--- config.mk ---
export PLATFORM = sky130hd
export DESIGN_NAME = idc_ctrl
export DESIGN_NICKNAME = d
export VERILOG_FILES = /design/src/common/idc_pkg.sv /design/src/hw/idc_pulse_gen.sv /design/src/hw/idc_ctrl.sv
export SDC_FILE = /design/constraint.sdc
export NUM_CORES = 1
export LEC_CHECK = 0
export BUFFER_PORTS_ARGS = -buffer_cell sky130_fd_sc_hd__buf_2
export CAP_MARGIN = 20
export CORE_ASPECT_RATIO = 2
export CORE_MARGIN = 8
export CORE_UTILIZATION = 39
export CTS_BUF_LIST = sky130_fd_sc_hd__clkbuf_16
export DETAILED_ROUTE_END_ITERATION = 16
export HOLD_SLACK_MARGIN = 0.06
export MAX_ROUTING_LAYER = met4
export PLACE_DENSITY = 0.91
export RECOVER_POWER = 25
export SLEW_MARGIN = 20
export SYNTH_ARGS = -nofsm -noshare
export SYNTH_HDL_FRONTEND = slang
export SYNTH_HIERARCHICAL = 1
export SYNTH_SLANG_ARGS = --single-unit
--- constraint.sdc ---
create_clock -name CLK -period 3.2 [get_ports CLK]
set_input_delay 0.16 -clock CLK [delete_from_list [all_inputs] [get_ports CLK]]
set_output_delay 0.16 -clock CLK [all_outputs]
set_load 0.01 [all_outputs]
--- src/common/idc_pkg.sv ---
// Constants shared by the IDE decode and reset control block.
// Assumes byte addresses of 32-bit Wishbone words, four bytes per index.
package idc_pkg;
  // Register indexes; byte address is four times the index
  localparam logic [7:0] IDX_PROG_IF = 8'h09;
  localparam logic [7:0] IDX_DECODE_CTRL = 8'h50;
  localparam logic [7:0] IDX_RESET_TEST = 8'h51;
  // Decode and function control fields
  localparam int DEC_THIRD_BYTE_BIT = 5;
  localparam int DEC_PORT_BE_BIT = 3;
  localparam int DEC_PROG_IF_REPORT_BIT = 1;
  localparam int DEC_FUNC_ENABLE_BIT = 0;
  localparam logic [7:0] DEC_WRITABLE_MASK = 8'h2b;
  localparam logic [7:0] DEC_RESET = 8'h02;
  // Reset and test control fields
  localparam int RT_CHIP_RESET_BIT = 7;
  localparam int RT_SOFT_RESET_BIT = 6;
  localparam int RT_CH2_RESET_BIT = 5;
  localparam int RT_CH1_RESET_BIT = 4;
  localparam int RT_AUTOPOLL_TEST_BIT = 2;
  localparam int RT_LATENCY_TEST_BIT = 1;
  localparam int RT_FIFO_TEST_BIT = 0;
  localparam logic [7:0] RT_PULSE_MASK = 8'hf0;
  localparam logic [7:0] RT_MODE_MASK = 8'h07;
  localparam logic [7:0] RT_RESET = 8'h00;
  // Programming interface field, bits 6 to 4 of its byte
  localparam int PI_LSB = 4;
  localparam int PI_W = 3;
  localparam logic [2:0] PI_RESET = 3'h0;
  localparam logic [2:0] PI_MASKED = 3'h0;
  // Legacy control ports, dword address and byte lane
  localparam logic [15:0] PORT_PRIMARY_CTRL = 16'h03f6;
  localparam logic [15:0] PORT_SECONDARY_CTRL = 16'h0376;
  localparam int PORT_LANE = 2;
  localparam int WINDOW_LANE = 2;
  // Bus answer states
  typedef enum logic [0:0] {
    BUS_IDLE = 1'b0,
    BUS_ACK = 1'b1
  } idc_bus_state_t;
endpackage : idc_pkg

--- src/hw/idc_pulse_gen.sv ---
// One-cycle pulse generator for write-one-to-pulse control bits.
// Assumes the write strobe lasts one clock and data is stable with it.
`timescale 1ns/1ps
`default_nettype none
module idc_pulse_gen #(
  parameter int WIDTH = 4
) (
  input wire logic clk,
  input wire logic srst,
  input wire logic write_strobe,
  input wire logic [WIDTH-1:0] write_data,
  output logic [WIDTH-1:0] pulse
);

  generate
    if (WIDTH < 1) begin : g_bad_width
      $error("Pulse width must be at least one");
    end
  endgenerate

  // Each written one raises its pulse for exactly one clock
  always_ff @(posedge clk) begin
    if (srst) begin
      pulse <= '0;
    end else if (write_strobe) begin
      pulse <= write_data;
    end else begin
      pulse <= '0;
    end
  end

endmodule : idc_pulse_gen
`default_nettype wire

--- src/hw/idc_ctrl.sv ---
// IDE decode control, function enable and test reset register bank.
// Assumes a classic Wishbone master on CLK and I/O cycle info on CLK.
//
// The implementer's own choice: the Wishbone interface to the registers.
`timescale 1ns/1ps
`default_nettype none
// Summary of operation
// RULE1: Third-byte bit limits window claims to lane two
// RULE2: Port-decode bit qualifies control ports on lane two
// RULE3: Reporting bit clear masks programming interface to zero
// RULE4: Software keeps reporting bit set normally
// RULE5: Function enable resets off; disabled claims nothing; code still claims while ALT_FUNCTION_ENABLE is high
// RULE6: Chip reset bit pulses whole device reset
// RULE7: Soft reset pulses all but configuration
// RULE8: Channel two reset pulses transfer and poll machines
// RULE9: Channel one reset pulses transfer and poll machines
// RULE10: Autopoll test enable resets off, set enables
// RULE11: Latency timer test enable resets off, set enables
// RULE12: Buffer test enable resets off, set enables
// RULE13: Test register left alone normally, resets zero
// RULE14: Reserved and pulse bits read zero
module idc_ctrl #(
  parameter int ADDR_W = 12
) (
  input wire logic CLK,
  input wire logic SRST,
  // Classic Wishbone slave
  input wire logic CYC_I,
  input wire logic STB_I,
  input wire logic WE_I,
  input wire logic [ADDR_W-1:0] ADR_I,
  input wire logic [3:0] SEL_I,
  input wire logic [31:0] DAT_I,
  output logic [31:0] DAT_O,
  output logic ACK_O,
  // I/O cycle seen on the host bus
  input wire logic IO_CYCLE_VALID,
  input wire logic [15:0] IO_ADDR,
  input wire logic [3:0] BYTE_ENABLE_LANES_N,
  input wire logic NATIVE_MODE,
  input wire logic SECOND_BASE_WINDOW_HIT,
  input wire logic FOURTH_BASE_WINDOW_HIT,
  input wire logic ALT_FUNCTION_ENABLE,
  // Decode results
  output logic IDE_CYCLE_CLAIM,
  output logic FUNCTION_VISIBLE,
  output logic [2:0] PROG_IF_READ_VALUE,
  // Reset pulses and test modes
  output logic WHOLE_DEVICE_RESET_PULSE,
  output logic NONCONFIG_BLOCKS_RESET_PULSE,
  output logic CHANNEL_TWO_ENGINE_RESET,
  output logic CHANNEL_ONE_ENGINE_RESET,
  output logic DRIVE_TRANSFER_FSM_RESET,
  output logic CHANNEL_ONE_PIO_POLL_FSM_RESET,
  output logic CHANNEL_TWO_PIO_POLL_FSM_RESET,
  output logic AUTOPOLL_TEST_ENABLE,
  output logic LATENCY_TIMER_TEST_ENABLE,
  output logic FIFO_TEST_ENABLE
);

  generate
    if (ADDR_W < 10 || ADDR_W > 32) begin : g_bad_addr
      $error("ADDR_W must be 10 to 32 to reach every register");
    end
  endgenerate

  // Word index of a byte address
  function automatic logic [7:0] word_index(input logic [ADDR_W-1:0] a);
    logic [31:0] wide;
    wide = 32'(a);
    word_index = wide[9:2];
  endfunction : word_index

  // Above-index bits must be zero for a register hit
  function automatic logic upper_clear(input logic [ADDR_W-1:0] a);
    logic [31:0] wide;
    wide = 32'(a);
    upper_clear = (wide[31:10] == 22'h0) && (wide[1:0] == 2'h0);
  endfunction : upper_clear

  // Control port match, with optional byte enable qualification
  function automatic logic port_match(
    input logic [15:0] addr,
    input logic [15:0] port,
    input logic [3:0] be_n,
    input logic use_be
  );
    logic addr_ok;
    addr_ok = (addr[15:2] == port[15:2]);
    port_match = addr_ok && (!use_be || !be_n[idc_pkg::PORT_LANE]);
  endfunction : port_match

  logic [7:0] decode_and_function_control;
  logic [7:0] reset_and_test_control;
  logic [2:0] prog_if_stored;
  logic internal_reset;
  logic wb_req;
  logic wr_fire;
  logic [7:0] req_index;
  logic req_mapped;
  logic hit_decode;
  logic hit_reset_test;
  logic hit_prog_if;
  logic [3:0] pulse_out;
  logic [3:0] pulse_req;
  logic pulse_wr;
  logic function_enabled;
  logic window_claim;
  logic port_claim;
  logic next_claim;
  logic [7:0] rd_byte;
  logic [2:0] prog_if_view;
  idc_pkg::idc_bus_state_t bus_state;
  idc_pkg::idc_bus_state_t next_bus_state;

  // A chip reset pulse clears this bank like a hardware reset
  assign internal_reset = SRST || WHOLE_DEVICE_RESET_PULSE; // RULE6

  // Request decode
  assign wb_req = CYC_I && STB_I;
  assign req_index = word_index(ADR_I);
  assign hit_decode = upper_clear(ADR_I)
    && (req_index == idc_pkg::IDX_DECODE_CTRL);
  assign hit_reset_test = upper_clear(ADR_I)
    && (req_index == idc_pkg::IDX_RESET_TEST);
  assign hit_prog_if = upper_clear(ADR_I)
    && (req_index == idc_pkg::IDX_PROG_IF);
  assign req_mapped = hit_decode || hit_reset_test || hit_prog_if;

  // Writes take effect on the edge where the master sees ack
  assign wr_fire = wb_req && WE_I && ACK_O && SEL_I[0];

  // Bus answer sequencing
  always_comb begin
    next_bus_state = bus_state;
    case (bus_state)
      idc_pkg::BUS_IDLE: begin
        if (wb_req) begin
          next_bus_state = idc_pkg::BUS_ACK;
        end
      end
      idc_pkg::BUS_ACK: begin
        next_bus_state = idc_pkg::BUS_IDLE;
      end
      default: begin
        next_bus_state = idc_pkg::BUS_IDLE;
      end
    endcase
  end

  always_ff @(posedge CLK) begin
    if (SRST) begin
      bus_state <= idc_pkg::BUS_IDLE;
    end else begin
      bus_state <= next_bus_state;
    end
  end

  assign ACK_O = (bus_state == idc_pkg::BUS_ACK);

  // Decode and function control register
  always_ff @(posedge CLK) begin
    if (internal_reset) begin
      decode_and_function_control <= idc_pkg::DEC_RESET; // RULE5
    end else if (wr_fire && hit_decode) begin
      decode_and_function_control <=
        DAT_I[7:0] & idc_pkg::DEC_WRITABLE_MASK; // RULE14
    end
  end

  // Test mode bits; pulse bits are never stored
  always_ff @(posedge CLK) begin
    if (internal_reset) begin
      reset_and_test_control <= idc_pkg::RT_RESET; // RULE13
    end else if (wr_fire && hit_reset_test) begin
      reset_and_test_control <=
        DAT_I[7:0] & idc_pkg::RT_MODE_MASK; // RULE14
    end
  end

  // Stored programming interface field
  always_ff @(posedge CLK) begin
    if (internal_reset) begin
      prog_if_stored <= idc_pkg::PI_RESET;
    end else if (wr_fire && hit_prog_if) begin
      prog_if_stored <=
        DAT_I[idc_pkg::PI_LSB +: idc_pkg::PI_W];
    end
  end

  // Reporting bit masks the field on read
  assign prog_if_view =
    decode_and_function_control[idc_pkg::DEC_PROG_IF_REPORT_BIT]
    ? prog_if_stored : idc_pkg::PI_MASKED; // RULE3

  // Read data, latched with the answer
  always_comb begin
    rd_byte = 8'h00;
    if (hit_decode) begin
      rd_byte = decode_and_function_control;
    end else if (hit_reset_test) begin
      rd_byte = reset_and_test_control; // RULE14
    end else if (hit_prog_if) begin
      rd_byte[idc_pkg::PI_LSB +: idc_pkg::PI_W] = prog_if_view;
    end
  end

  always_ff @(posedge CLK) begin
    if (SRST) begin
      DAT_O <= 32'h0000_0000;
    end else if (wb_req && !ACK_O && !WE_I && req_mapped) begin
      DAT_O <= {24'h00_0000, rd_byte};
    end else if (wb_req && !ACK_O) begin
      DAT_O <= 32'h0000_0000;
    end
  end

  // Write-one reset pulses, one clock each
  assign pulse_wr = wr_fire && hit_reset_test;
  assign pulse_req = DAT_I[idc_pkg::RT_CH1_RESET_BIT +: 4];

  idc_pulse_gen #(
    .WIDTH(4)
  ) idc_pulse_gen_i (
    .clk(CLK),
    .srst(SRST),
    .write_strobe(pulse_wr),
    .write_data(pulse_req),
    .pulse(pulse_out)
  );

  assign WHOLE_DEVICE_RESET_PULSE = pulse_out[3]; // RULE6
  assign NONCONFIG_BLOCKS_RESET_PULSE = pulse_out[2]; // RULE7
  assign CHANNEL_TWO_ENGINE_RESET = pulse_out[1]; // RULE8
  assign CHANNEL_ONE_ENGINE_RESET = pulse_out[0]; // RULE9

  // Machine resets; soft and chip resets reach every machine, but not the channel engine reset outputs
  assign DRIVE_TRANSFER_FSM_RESET = |pulse_out; // RULE8 RULE9
  assign CHANNEL_TWO_PIO_POLL_FSM_RESET =
    pulse_out[1] || pulse_out[2] || pulse_out[3]; // RULE8
  assign CHANNEL_ONE_PIO_POLL_FSM_RESET =
    pulse_out[0] || pulse_out[2] || pulse_out[3]; // RULE9

  // Test mode enables
  assign AUTOPOLL_TEST_ENABLE =
    reset_and_test_control[idc_pkg::RT_AUTOPOLL_TEST_BIT]; // RULE10
  assign LATENCY_TIMER_TEST_ENABLE =
    reset_and_test_control[idc_pkg::RT_LATENCY_TEST_BIT]; // RULE11
  assign FIFO_TEST_ENABLE =
    reset_and_test_control[idc_pkg::RT_FIFO_TEST_BIT]; // RULE12

  // Function visibility; either enable bit turns it on
  assign function_enabled =
    decode_and_function_control[idc_pkg::DEC_FUNC_ENABLE_BIT]
    || ALT_FUNCTION_ENABLE; // RULE5

  // Native window claims, optionally third byte only
  always_comb begin
    window_claim = 1'b0;
    if (NATIVE_MODE
        && (SECOND_BASE_WINDOW_HIT || FOURTH_BASE_WINDOW_HIT)) begin
      if (decode_and_function_control[idc_pkg::DEC_THIRD_BYTE_BIT]) begin
        window_claim = !BYTE_ENABLE_LANES_N[idc_pkg::WINDOW_LANE]; // RULE1
      end else begin
        window_claim = 1'b1; // RULE1
      end
    end
  end

  // Legacy control port claims
  always_comb begin
    port_claim = 1'b0;
    if (port_match(IO_ADDR, idc_pkg::PORT_PRIMARY_CTRL,
        BYTE_ENABLE_LANES_N,
        decode_and_function_control[idc_pkg::DEC_PORT_BE_BIT])) begin
      port_claim = 1'b1; // RULE2
    end
    if (port_match(IO_ADDR, idc_pkg::PORT_SECONDARY_CTRL,
        BYTE_ENABLE_LANES_N,
        decode_and_function_control[idc_pkg::DEC_PORT_BE_BIT])) begin
      port_claim = 1'b1; // RULE2
    end
  end

  assign next_claim = IO_CYCLE_VALID && function_enabled
    && (window_claim || port_claim); // RULE5

  always_ff @(posedge CLK) begin
    if (internal_reset) begin
      IDE_CYCLE_CLAIM <= 1'b0;
    end else begin
      IDE_CYCLE_CLAIM <= next_claim;
    end
  end

  always_ff @(posedge CLK) begin
    if (internal_reset) begin
      FUNCTION_VISIBLE <= 1'b0;
    end else begin
      FUNCTION_VISIBLE <= function_enabled; // RULE5
    end
  end

  always_ff @(posedge CLK) begin
    if (internal_reset) begin
      PROG_IF_READ_VALUE <= idc_pkg::PI_MASKED;
    end else begin
      PROG_IF_READ_VALUE <= prog_if_view; // RULE3
    end
  end

endmodule : idc_ctrl
`default_nettype wire

; Yosys cells after proc, flatten, opt, wreduce, memory -nomap -nowiden
; Cells that the tools add are included.
[op_classes]
n_eq_ne = 5
mux = 13
bitwise_logic = 2
reduce_logical = 39
[op_table]
columns = operator, count
row1 = "14-bit by 8-bit == test with 1-bit output, second input constant", 2
row2 = 1-bit logical AND, 19
row3 = "8-bit by 7-bit == test with 1-bit output, second input constant", 2
row4 = 8-bit 2-to-1 mux, 2
row5 = 3-bit 2-to-1 mux, 4
row6 = 1-bit logical OR, 11
row7 = "8-bit by 4-bit == test with 1-bit output, second input constant", 1
row8 = 7-bit 2-to-1 mux, 1
row9 = 1-bit 2-to-1 mux, 5
row10 = 1-bit logical NOT, 4
row11 = 2-bit logical NOT, 2
row12 = 4-bit OR reduction, 1
row13 = 1-bit inverter, 2
row14 = 1-bit one-hot mux with 2 select lines, 1
row15 = 2-bit nonzero test, 1
row16 = 2-bit OR reduction, 1
[word_totals]
reg_bits = 28
inputBits = 78
out_inout_bits = 48
wordCells = 68

; Longest topological paths before layout
[logic_depth]
depth_word = 7
mapped_depth = 5
ltp_nobuf = 4

; Cells and area by module
; The synthesis kept the hierarchy.
[by_module_without_submodules]
columns = module, n_inst, cells_per_inst, area_per_inst_um2, seq_area_each_um2
row1 = idc_ctrl, 1, 139, 1246.2, 460.4
row2 = idc_pulse_gen, 1, 8, 115.1, 80.1

; Worst setup path before layout
; Ideal clock, no wire load.
[synth_timing]
kind = reg2reg
startpoint = register bus_state (netlist: ACK_O)
endpoint = register DAT_O[2]
setup_time_ps = 117
arrival_ps = 1173
t_required_ps = 3083
setup_slack_ps = 1910
stages_incl_launch_ff = 5
n_path_buf = 0
synth_period_minus_slack_ps = 1290
path_cell_list = dfxtp_1 -> and4bb_2 -> and2b_1 -> and2_4 -> a32o_2
[synth_via]
elab_chain_cells = 5
word_cells_on_any_way = 6
classes_between = mux: 1 / reduce/logical: 5
[synth_rtl]
columns = item, line
row1 = start: declaration, idc_ctrl.sv:113  ; idc_pkg::idc_bus_state_t bus_state;
row2 = start signal: assignment, idc_ctrl.sv:153  ; bus_state <= idc_pkg::BUS_IDLE;
row3 = start signal: assignment, idc_ctrl.sv:155  ; bus_state <= next_bus_state;
row4 = 1-bit logical NOT (*), "idc_ctrl.sv:211, idc_ctrl.sv:213"
row5 = 1-bit logical AND (*), "idc_ctrl.sv:211, idc_ctrl.sv:213"
row6 = 1-bit logical AND (2 in a row), idc_ctrl.sv:211  ; end else if (wb_req && !ACK_O && !WE_I && req_mapped) begin
row7 = 8-bit 2-to-1 mux / 2-bit nonzero test (equally long branches), --
row8 = end signal: assignment, idc_ctrl.sv:212  ; DAT_O <= {24'h00_0000, rd_byte};
row9 = end: declaration, idc_ctrl.sv:34  ; output logic [31:0] DAT_O,
; Mark *: on every way between the ends. The rest lies on a longest branch, timed or not.
; A chain may end at the register's enable or synchronous reset.

; Final worst setup path
[layout_timing]
startpoint = register idc_pulse_gen_i.pulse[3]
endpoint = output port DRIVE_TRANSFER_FSM_RESET
[layout_via]
elab_chain_cells = 1
[layout_rtl]
columns = item, line
row1 = start: declaration, idc_pulse_gen.sv:12  ; output logic [WIDTH-1:0] pulse
row2 = start signal: assignment, idc_pulse_gen.sv:26  ; pulse <= write_data;
row3 = 4-bit OR reduction, idc_ctrl.sv:238  ; assign DRIVE_TRANSFER_FSM_RESET = |pulse_out;
row4 = end: declaration, idc_ctrl.sv:53  ; output logic DRIVE_TRANSFER_FSM_RESET,
; Every way passes these cells.

==> flow_summary.toml <==
[floorplanning]
die_h_um = 99.55
pin_count = 126
start_util_pct = 40.30
core-area_um2 = 3378
rows = 30
die-area_um2 = 5752
fp.dieW_um = 57.78

[setup_path]
arrival_ns = 1.38
rr_startpoint = "ACK_O$_SDFF_PP0_"
crit_start = "idc_pulse_gen_i/pulse[3]$_SDFF_PP0_"
path_max_fanout = 5
cp.required_ns = 3.04
path_class = "reg -> out"
startpoint_type = "register"
end_kind = "primary output"

[grt]
grt_pass1_vias = 1320
grt_pass1_wl_um = 5678
antenna_found_initial = 0
track_usage_pct = 12.60
overflow = 0
grt_max_degree = 16

[place]
dp_hpwl_um = 3162
placed_area_um2 = 1615
place.gp.congestion = 0.7869
portBuffers = 67

[power_and_ir_drop]
design_power_total_mw = 0.6893
power.leakage_nw = 0.8306
vdd_drop_max_mv = 0.2838
p_per_area_nw_per_um2 = 409.0

[sta]
maxSlewHeadroom_pct = 57.28
tns_ns = 0
report.final.slew_viol_count = 0
tightest_slew_ns = 0.6378
finalCritPeriodShare_pct = 47.99
period_needed_ns = 1.536
setup_viol = 0
rsz0062_at_grt = "no"
max_freq_ghz = 0.6512
finClkSkew_ns = 0.001321
hold_viol_final = 0

[routing]
drt-pass1-iter-count = 4
drt_iter0_markers = 26
wl_um = 3647
ant_nets = 0
num_vias = 1275
remaining_drc_errors = 0
routedWlPerCell_um = 14.89
avgViaCountPerCell = 5.204

[clock_tree]
cts_hold_buffers = 0
clk_latency_ns = 0.26
htree_levels = 1
numCtsBuffers = 3
cts_max_path_buffers = 2
ctsResizeCount = 0
path_clk_slew_ns = 0.06
clock-sinks = 27
cts_tree = "yes"
cts_root_buffer = "clkbuf_16"
cts_setup_buffers = 0

[yosys]
synth.cell_area_um2 = 1361
synth_flop_cell = "dfxtp_1"
synth_cell_types = 36
synth_top_area_share_pct = 39.71
ys_warn_count = 6
async_flop_share_pct = 0
synth-edff-count = 0
synthTopCellsByArea = "dfxtp_1, buf_4, a21oi_1"
synth_cells = 147
syn_area_per_cell_um2 = 9.261
synth_top_area_cell = "dfxtp_1"
ys_ff_latch = 27
yosysSeqAreaShare_pct = 39.71

[finish]
layout_common_cells = "buf_2, dfxtp_1, conb_1, o21ai_0, a21oi_1"
final_common_cell = "buf_2"
fin_nets = 292
final_area_um2 = 1685
area_growth_syn_to_layout_pct = 23.81
antennaDiodeCount = 0
drive_gt1_share_pct = 34.74

[job]
maxCapViolCount = 0

[hold_path]
hold_class = "in -> reg"
min_from = "IO_CYCLE_VALID"

[run_status]
status = "finished, final reports clean"
-- path summary, 6_finish.rpt --
| check | to | depth (start not counted) | slack (ns) |
|---|---|---|---|
| worst min register to register | DAT_O[5]$_SDFFE_PP0P_ | 1 | 0.46 |
| worst max-delay path | DRIVE_TRANSFER_FSM_RESET | 3 | 1.66 |
| worst min-delay path | IDE_CYCLE_CLAIM$_SDFF_PP0_ | 2 | 0.12 |
| worst max register to register | DAT_O[3]$_SDFFE_PP0P_ | 4 | 1.89 |
-- worst max-delay path, stage by stage (launching register included) --
cell and delay, ns:
dfxtp_1 0.34, or3_1 0.36, or2_2 0.28, buf_2 0.14
-- final cells by class --
| cell class | instances | area (um2) |
|---|---|---|
| clock buffers | 3 | 75.07 |
| clock inverters | 1 | 5.005 |
| fillers | 357 | 1693 |
| inverters | 3 | 11.26 |
| multi-input cells | 112 | 688.2 |
| flip-flops and latches | 27 | 540.5 |
| well taps | 32 | 40.04 |
| repair buffers | 67 | 325.3 |
-- cells by family after synthesis --
logic type	count (synthesis)	synth area share, %
and+or+nand+nor	53	26.84
buffers and inverters	32	16.36
AOI/OAI and AO/OA	31	14.62
DFF	27	39.71
muxes	3	2.206
other	1	0.2755
-- routing by layer --
metal | global-route usage, % | share of wire (%) | up-vias
met2 | 23.25 | 51 | 69
met5 | - | 0 | -
met3 | 4.916 | 11 | 6
li1 | - | - | 621
met1 | 10.69 | 37 | 579
met4 | 5.513 | 1.5 | 0
-- synth_stat cells, drive strengths merged (2+ instances only) --
library cell and n:
a21oi 10, nand3 6, nand2 3, and3 4
and4 2, mux2i 3, nand3b 2, and2 2
and3b 5, o2bb2ai 3, dfxtp 27, clkbuf 2
a32o 2, inv 3, a22o 2, nand4 8
or2 2, or3 2, buf 27, o21ai 10
nor4 2, and4bb 2, nor2 9
-- registers in the layout (all words and copies together), names as in the netlist --
signal	count
reset_and_test_control	3
PROG_IF_READ_VALUE	3
prog_if_stored	3
ACK_O	1
idc_pulse_gen_i/pulse	4
FUNCTION_VISIBLE	1
IDE_CYCLE_CLAIM	1
DAT_O	7
decode_and_function_control	4
-- power breakdown --
part           switching (mW)  internal (mW)  leakage [nW]
combinational          0.0423         0.0284         0.572
clock                   0.112          0.169        0.0409
sequential           0.000632          0.337         0.218
-- through the flow --
stage               hold slack [ns]  instances  setup slack, ns  util (%)
floorplan                    0.3023        171            1.910         -
global placement             0.3853        241            1.779     47.81
detailed placement           0.3931        241            1.753     47.81
CTS                          0.1265        245            1.656     50.19
global route                 0.1545        245            1.597     49.89
finish                       0.1245        245            1.664     49.89
(Power assumes the default switching activity.)
